===== src/common/fsr_pkg.sv =====
// Package with constants and types for the fault state and ADC result registers
package fsr_pkg;

	// Register indices on the register port
	localparam logic [3:0] FSR_IDX_CFG = 4'h0;
	localparam logic [3:0] FSR_IDX_RESULT = 4'h1;

	// Reset values
	localparam logic [15:0] FSR_CFG_RESET = 16'h0000;
	localparam logic [15:0] FSR_RESULT_RESET = 16'h0000;
	localparam logic [5:0] FSR_STAMP_RESET = 6'h00;

	// Configuration field positions (lsb of each 2-bit field)
	localparam int FSR_POS_UV_POS = 14;
	localparam int FSR_POS_OV_POS = 12;
	localparam int FSR_POS_UV_NEG = 10;
	localparam int FSR_POS_OV_NEG = 8;
	localparam int FSR_POS_TRIM = 6;
	localparam int FSR_POS_CFGCHK = 4;
	localparam int FSR_POS_CLAMP = 2;
	localparam int FSR_POS_CLKMON = 0;

	// Result field positions
	localparam int FSR_POS_CODE = 0;
	localparam int FSR_POS_STAMP = 10;
	localparam int FSR_CODE_W = 10;
	localparam int FSR_STAMP_W = 6;

	// Number of fault sources with an output-state field
	localparam int FSR_NFAULT = 7;

	// Output-state codes
	localparam logic [1:0] FSR_ACT_LOW = 2'h0;
	localparam logic [1:0] FSR_ACT_HIGH = 2'h1;
	localparam logic [1:0] FSR_ACT_RSVD = 2'h2;
	localparam logic [1:0] FSR_ACT_NONE = 2'h3;

	// Clamp hold timing: one code step is 100 ns
	localparam int FSR_CLK_PERIOD_PS = 5000;
	localparam int FSR_CLAMP_STEP_NS = 100;
	localparam int FSR_CLAMP_STEP_CYC =
		(FSR_CLAMP_STEP_NS * 1000 + FSR_CLK_PERIOD_PS - 1) / FSR_CLK_PERIOD_PS;
	localparam int FSR_CLAMP_CNT_W = 7;

	// Fault sources, bit order matches fsr_fault_lsb
	typedef struct packed {
		logic clock_watch;
		logic config_check;
		logic trim_check;
		logic neg_overvolt;
		logic neg_undervolt;
		logic pos_overvolt;
		logic pos_undervolt;
	} fsr_fault_s;

	// Configuration register layout
	typedef struct packed {
		logic [1:0] pos_supply_undervolt_out_state;
		logic [1:0] pos_supply_overvolt_out_state;
		logic [1:0] neg_supply_undervolt_out_state;
		logic [1:0] neg_supply_overvolt_out_state;
		logic [1:0] trim_check_fail_out_state;
		logic [1:0] config_check_fail_out_state;
		logic [1:0] collector_clamp_hold_time;
		logic [1:0] clock_watch_fail_out_state;
	} fsr_cfg_s;

	// Result register layout
	typedef struct packed {
		logic [5:0] time_stamp;
		logic [9:0] analog_one_code;
	} fsr_result_s;

	typedef enum logic [1:0] {
		FSR_CLAMP_IDLE = 2'b01,
		FSR_CLAMP_HOLD = 2'b10
	} fsr_clamp_e;

	// Field lsb of fault source i in the configuration word
	function automatic int fsr_fault_lsb(input int i);
		case (i)
			0: fsr_fault_lsb = FSR_POS_UV_POS;
			1: fsr_fault_lsb = FSR_POS_OV_POS;
			2: fsr_fault_lsb = FSR_POS_UV_NEG;
			3: fsr_fault_lsb = FSR_POS_OV_NEG;
			4: fsr_fault_lsb = FSR_POS_TRIM;
			5: fsr_fault_lsb = FSR_POS_CFGCHK;
			default: fsr_fault_lsb = FSR_POS_CLKMON;
		endcase
	endfunction

endpackage


===== src/verilog/fsr_fault_action.sv =====
// Combines active fault sources into a forced gate state
`timescale 1ns/1ps
`default_nettype none
module fsr_fault_action
	import fsr_pkg::*;
(
	// Configuration and faults
	input wire fsr_cfg_s cfg,
	input wire fsr_fault_s fault_active,
	input wire fsr_fault_s fault_mask,
	// Forced state requests
	output logic force_low,
	output logic force_high
);
	logic [FSR_NFAULT-1:0] want_low;
	logic [FSR_NFAULT-1:0] want_high;
	logic [FSR_NFAULT-1:0] live;
	logic [15:0] cfg_word;

	assign cfg_word = cfg;
	assign live = fault_active & ~fault_mask;

	genvar i;
	generate
		for (i = 0; i < FSR_NFAULT; i++) begin : g_src
			localparam int LSB = fsr_fault_lsb(i);
			// Reserved and no-action codes request nothing
			assign want_low[i] = live[i] && cfg_word[LSB+1:LSB] == FSR_ACT_LOW;
			assign want_high[i] = live[i] && cfg_word[LSB+1:LSB] == FSR_ACT_HIGH;
		end
	endgenerate

	// Pull-low is the safe state, so it wins over pull-high
	assign force_low = |want_low;
	assign force_high = ~(|want_low) & (|want_high);
endmodule
`default_nettype wire


===== src/verilog/fsr_clamp_timer.sv =====
// Hold timer for the collector clamp
`timescale 1ns/1ps
`default_nettype none
module fsr_clamp_timer
	import fsr_pkg::*;
(
	// Clock and reset
	input wire logic clk,
	input wire logic rstn,
	// Control
	input wire logic start,
	input wire logic [1:0] hold_code,
	// Status
	output logic active
);
	fsr_clamp_e state;
	logic [FSR_CLAMP_CNT_W-1:0] count;
	logic [FSR_CLAMP_CNT_W-1:0] load_value;

	// Hold is one 100 ns step per code value plus one
	assign load_value = FSR_CLAMP_CNT_W'(FSR_CLAMP_STEP_CYC * (int'(hold_code) + 1));

	always_ff @(posedge clk) begin
		if (!rstn) begin
			state <= FSR_CLAMP_IDLE;
			count <= '0;
			active <= 1'b0;
		end else begin
			case (state)
				FSR_CLAMP_IDLE: begin
					if (start) begin
						state <= FSR_CLAMP_HOLD;
						count <= load_value - FSR_CLAMP_CNT_W'(1);
						active <= 1'b1;
					end
				end
				FSR_CLAMP_HOLD: begin
					// A new request restarts the hold
					if (start) begin
						count <= load_value - FSR_CLAMP_CNT_W'(1);
					end else if (count == '0) begin
						state <= FSR_CLAMP_IDLE;
						active <= 1'b0;
					end else begin
						count <= count - FSR_CLAMP_CNT_W'(1);
					end
				end
				default: begin
					state <= FSR_CLAMP_IDLE;
					active <= 1'b0;
				end
			endcase
		end
	end
endmodule
`default_nettype wire


===== src/verilog/fsr_top.sv =====
// Fault output-state configuration and first analog input result registers
`timescale 1ns/1ps
`default_nettype none
module fsr_top
	import fsr_pkg::*;
(
	// Clock and reset
	input wire logic clk,
	input wire logic rstn,
	// Register port from the serial interface
	input wire logic [3:0] reg_addr,
	input wire logic reg_wr,
	input wire logic reg_rd,
	input wire logic [15:0] reg_wdata,
	output logic [15:0] reg_rdata,
	output logic reg_rvalid,
	output logic reg_addr_err,
	// Fault sources and their masks
	input wire fsr_fault_s fault_active,
	input wire fsr_fault_s fault_mask,
	// Normal gate control; PWM input feeds the time stamp
	input wire logic gate_drive_cmd,
	input wire logic pwm_positive_input,
	// Converter
	input wire logic adc_done,
	input wire logic [9:0] analog_one_code,
	// Clamp request
	input wire logic clamp_trigger,
	// Gate and clamp outputs
	output logic gate_pullup_output,
	output logic gate_pulldown_output,
	output logic collector_clamp,
	output logic fault_forced
);
	fsr_cfg_s cfg;
	fsr_result_s result;
	logic [5:0] stamp_count;
	logic pwm_prev;
	logic pwm_edge;
	logic force_low;
	logic force_high;
	logic clamp_active;
	logic next_pullup;
	logic next_pulldown;

	// Address decode shared by reads and writes
	function automatic logic fsr_addr_known(input logic [3:0] a);
		if (a == FSR_IDX_CFG) begin
			fsr_addr_known = 1'b1;
		end else if (a == FSR_IDX_RESULT) begin
			fsr_addr_known = 1'b1;
		end else begin
			fsr_addr_known = 1'b0;
		end
	endfunction

	// Configuration register
	always_ff @(posedge clk) begin
		if (!rstn) begin
			cfg <= FSR_CFG_RESET;
		end else if (reg_wr && reg_addr == FSR_IDX_CFG) begin
			cfg <= reg_wdata;
		end
	end

	// Read data; the result register ignores writes
	always_ff @(posedge clk) begin
		if (!rstn) begin
			reg_rdata <= 16'h0000;
			reg_rvalid <= 1'b0;
		end else begin
			reg_rvalid <= reg_rd;
			if (reg_rd) begin
				if (reg_addr == FSR_IDX_CFG) begin
					reg_rdata <= cfg;
				end else if (reg_addr == FSR_IDX_RESULT) begin
					reg_rdata <= result;
				end else begin
					reg_rdata <= 16'h0000;
				end
			end
		end
	end

	// Unmapped access flag for one cycle
	always_ff @(posedge clk) begin
		if (!rstn) begin
			reg_addr_err <= 1'b0;
		end else begin
			reg_addr_err <= (reg_rd | reg_wr) & ~fsr_addr_known(reg_addr);
		end
	end

	// PWM input edge detection, both directions
	always_ff @(posedge clk) begin
		if (!rstn) begin
			pwm_prev <= 1'b0;
		end else begin
			pwm_prev <= pwm_positive_input;
		end
	end

	assign pwm_edge = pwm_prev ^ pwm_positive_input;

	// Time-stamp counter; 6-bit width wraps 63 to 0
	always_ff @(posedge clk) begin
		if (!rstn) begin
			stamp_count <= FSR_STAMP_RESET;
		end else if (pwm_edge) begin
			stamp_count <= stamp_count + 6'h01;
		end
	end

	// Result register updates only on a completed conversion
	always_ff @(posedge clk) begin
		if (!rstn) begin
			result <= FSR_RESULT_RESET;
		end else if (adc_done) begin
			result.time_stamp <= stamp_count;
			result.analog_one_code <= analog_one_code;
		end
	end

	fsr_fault_action u_fault_action (
		.cfg(cfg),
		.fault_active(fault_active),
		.fault_mask(fault_mask),
		.force_low(force_low),
		.force_high(force_high)
	);

	fsr_clamp_timer u_clamp_timer (
		.clk(clk),
		.rstn(rstn),
		.start(clamp_trigger),
		.hold_code(cfg.collector_clamp_hold_time),
		.active(clamp_active)
	);

	// Gate output selection
	always_comb begin
		if (force_low) begin
			next_pullup = 1'b0;
			next_pulldown = 1'b1;
		end else if (force_high) begin
			next_pullup = 1'b1;
			next_pulldown = 1'b0;
		end else begin
			next_pullup = gate_drive_cmd;
			next_pulldown = ~gate_drive_cmd;
		end
	end

	// Gate outputs; pulldown is on from reset so the gate stays off
	always_ff @(posedge clk) begin
		if (!rstn) begin
			gate_pullup_output <= 1'b0;
			gate_pulldown_output <= 1'b1;
			fault_forced <= 1'b0;
		end else begin
			gate_pullup_output <= next_pullup;
			gate_pulldown_output <= next_pulldown;
			fault_forced <= force_low | force_high;
		end
	end

	// Clamp output
	always_ff @(posedge clk) begin
		if (!rstn) begin
			collector_clamp <= 1'b0;
		end else begin
			collector_clamp <= clamp_active;
		end
	end
endmodule
`default_nettype wire


===== config.mk =====
export PLATFORM = sky130hd
export DESIGN_NAME = fsr_top
export DESIGN_NICKNAME = d
export VERILOG_FILES = /design/src/common/fsr_pkg.sv /design/src/verilog/fsr_fault_action.sv /design/src/verilog/fsr_clamp_timer.sv /design/src/verilog/fsr_top.sv
export SDC_FILE = /design/constraint.sdc
export NUM_CORES = 1
export LEC_CHECK = 0
export BUFFER_PORTS_ARGS = -buffer_cell sky130_fd_sc_hd__buf_2
export CORE_AREA = 5 5 101 79
export CTS_BUF_LIST = sky130_fd_sc_hd__clkbuf_4 sky130_fd_sc_hd__clkbuf_8
export DETAILED_ROUTE_END_ITERATION = 10
export DIE_AREA = 0 0 106 84
export GPL_TIMING_DRIVEN = 0
export PLACE_DENSITY_LB_ADDON = 0.3
export SLEW_MARGIN = 10
export SYNTH_ARGS = -nofsm -noshare
export SYNTH_HDL_FRONTEND = slang
export SYNTH_HIERARCHICAL = 1
export SYNTH_SLANG_ARGS = --single-unit

===== constraint.sdc =====
create_clock -name clk -period 1.83 [get_ports clk]
set_input_delay 0.2745 -clock clk [delete_from_list [all_inputs] [get_ports clk]]
set_output_delay 0.2745 -clock clk [all_outputs]
set_load 0.005 [all_outputs]

==> impl_results.md <==
* CTS buffer count at 9
* Initial antenna violation count at 0
* Area after DPL at 0.00361 mm²
* Syn Std Cell Area at 0.00314 mm²
* YS warnings at 6
* Post-Syn Instances at 358
* GP Congestion at 0.828
* Crit path required time at 2.04 ns
* Status: finished clean
* CTS Root Cell: clkbuf_8
* Total grt overflow at 0
* Hold slack at 0.157 ns
* Post-route setup slack at 0.0836 ns
* Yosys top cell by area: dfxtp_1
* Design area at 0.00379 mm²
* Crit path launch type: flop
* Setup-failing EPs final at 0
* Largest net degree at the start of global routing at 11
* Worst Skew at 0.00846 ns
* DRT iter0 DRCs at 116
* Post-synth EDFFs at 0
* Final Hold Viols at 0
* Power per standard cell area at 816 mW/mm²
* CP Max Fanout at 5
* Buffer count from post-CTS setup fixing at 0
* Post-synthesis net count at 415
* CTS Buffer Depth at 2
* # rows at 27
* TritonCTS clock tree: yes
* Layout Nets at 498
* Top_reg_cell synth: dfxtp_1
* Initial core utilization at 44.6%
* Top Ports at 74
* Cell variety after synth at 49
* Clk sink count at 70
* Hold/Removal Path Class: in2reg
* IO buf count at 72
* Routed wire length at 7.85 mm
* CP Class: reg2reg
* Die Height at 84 µm
* Number of global-route vias before repair at 2,702
* Sequential-to-total area share from yosys stat at 44.7%
* Avg WL per Cell at 14.8 µm
* Total GRT Usage at 18.1%
* Worst Setup Slack post-DPL at -0.0114 ns
* # H-tree levels at 3
* Routed via count at 2,831
* First-pass DRT Iterations at 4
* #FFs+latches synth at 70
* Syn Area/Cell at 8.76 µm²
* Share of cells above drive strength 1 at 25.3%
* CP arrival at 1.95 ns
* Area share of the largest cell type after synthesis at 44.7%
* Max Transition Viols Final at 0
* Worst relative slew slack at 64.6%
* Detail Placement HPWL at 6.13 mm
* Placed cell count at 517
* Routed Antenna Nets at 0
* Antenna Cells at 0
* Maxcap violations at 0
* Via-per-instance ratio at 5.34
* Critical Path End Type: flop
* Worst slew pin tran at 0.527 ns
* Clk_lat worst skew at 0.35 ns
* Die width at 106 µm
* LEAKAGE at 1.65 nW
* First-pass GRT wire length at 12.9 mm
* DRC Markers at 0
* Synth area leaders: dfxtp_1 45%, mux2i_1 11%, nand2_1 8.5%, a31oi_1 4.2%, nor2_1 4.1%
* Fin crit share at 95.4%
* CTS clk-pin slew, worst paths at 0.07 ns
* Min Tclk post-route at 1.75 ns
* Core area at 0.00703 mm²
* Total power at 3.09 mW
* Max Clk Rate at 0.573 GHz
* Area of the die at 0.00890 mm²
* Async S/R FF share, synth at 0%
* Final std cells w/o fill at 530
* Worst VDD drop at 0.350 mV
* Area grow syn2layout at 20.9%
## worst paths after layout
| kind | from | to | slack [ns] | depth (start not counted) |
|---|---|---|---|---|
| worst max-delay path | u_clamp_timer/count[1] | u_clamp_timer/count[1] | 0.08 | 6 |
| worst min-delay path | reg_wdata[6] | cfg[6] | 0.16 | 3 |
| worst max register to register | u_clamp_timer/count[1] | u_clamp_timer/count[1] | 0.08 | 6 |
| worst min register to register | result[1] | reg_rdata[1] | 0.47 | 2 |
## placed cells by master (no fill, tap or decap), types with 3 or more instances in the layout
cell	netlist	routed
clkbuf_1	14	14
nand3_1	7	7
nand2_1	71	71
o21ai_0	19	19
and2_1	3	3
nor2_1	34	34
dfxtp_2	0	5
dfxtp_1	70	65
ha_1	5	3
a21oi_1	10	10
buf_2	2	74
inv_1	10	9
mux2i_1	33	33
nor4b_1	5	5
a31oi_1	21	21
nor3_1	4	4
o22ai_1	5	4
nand3b_1	3	3
o21a_1	3	3
clkbuf_8	0	11
## kinds of logic (layout without fill, tap and decap cells)
group / count (synthesis) / in the layout / share of synthesized area, %
AO/OA/AOI/OAI: 69 / 69 / 14.0
XOR/XNOR: 3 / 3 / 0.838
adder cells (fa/ha/maj): 5 / 5 / 1.99
buffers and inverters: 28 / 113 / 3.67
flip-flops: 70 / 70 / 44.7
multiplexers: 33 / 33 / 10.5
AND/OR/NAND/NOR: 150 / 150 / 24.3
## metrics by stage
step / utilization, % / TNS, ns
2_1_floorplan: - / 0
4_1_cts: 53.6 / 0
3_5_place_dp: 51.3 / -0.0114
3_3_place_gp: 51.3 / -0.00840
5_1_grt: 54.0 / -0.0118
6_report: 54.0 / 0
## synth_stat cells (2+ instances only)
library cell and instances:
nor4bb_1 2, dfxtp_1 70, and2_1 3, o22ai_1 5, nand3_1 7, xor2_1 2, nor4_1 2, or3_1 3
nor3_1 4, a31oi_1 21, inv_1 10, nand3b_1 3, clkbuf_1 14, o21a_1 3, nor2_1 34, nor4b_1 5
mux2i_1 33, buf_2 2, nand2_1 71, ha_1 5, o21ai_0 19, or4_1 2, a311oi_1 2, o31ai_1 2
a21oi_1 10
## repair_timing
action,CTS,global route
hold buffers,0,0
setup endpoints to repair,0,8
resized for setup,0,11
## flip-flops by register name, indices dropped and copies added (netlist names)
| register | cells |
|---|---|
| fault_forced | 1 |
| u_clamp_timer/count | 7 |
| reg_rvalid | 1 |
| result | 16 |
| collector_clamp | 1 |
| reg_addr_err | 1 |
| gate_pullup_output | 1 |
| stamp_count | 6 |
| reg_rdata | 16 |
| pwm_prev | 1 |
| cfg | 16 |
| gate_pulldown_output | 1 |
| u_clamp_timer/state | 2 |
## area by class of cell
cell class	instances	area, µm²
Buffer	18	77.6
Clock buffer	11	151
Clock inverter	2	10.0
Fill cell	677	3230
Inverter	10	37.5
Multi-Input combinational cell	260	1640
Sequential cell	70	1410
Tap cell	87	109
Timing Repair Buffer	72	360
## where the power goes
part	switching [mW]	internal (mW)
Clock	0.546	0.539
Combinational	0.205	0.173
Sequential	0.0459	1.59
Total	0.797	2.30
## critical path, stage by stage (launching register included)
cell,delay [ns]
dfxtp_1,0.34
inv_1,0.11
ha_2,0.19
or4b_4,0.48
o21a_4,0.24
nor3_1,0.17
a311oi_1,0.08
## layer usage
layer  vias up  share of wire, %  track usage, %
met5         -                 0               0
met4         0               1.7            6.12
met3        17               7.4            6.19
met2        95                42            26.1
met1      1296                49            25.2
li1       1423                 -               -
No activity file was read; power rests on OpenSTA's default activity.
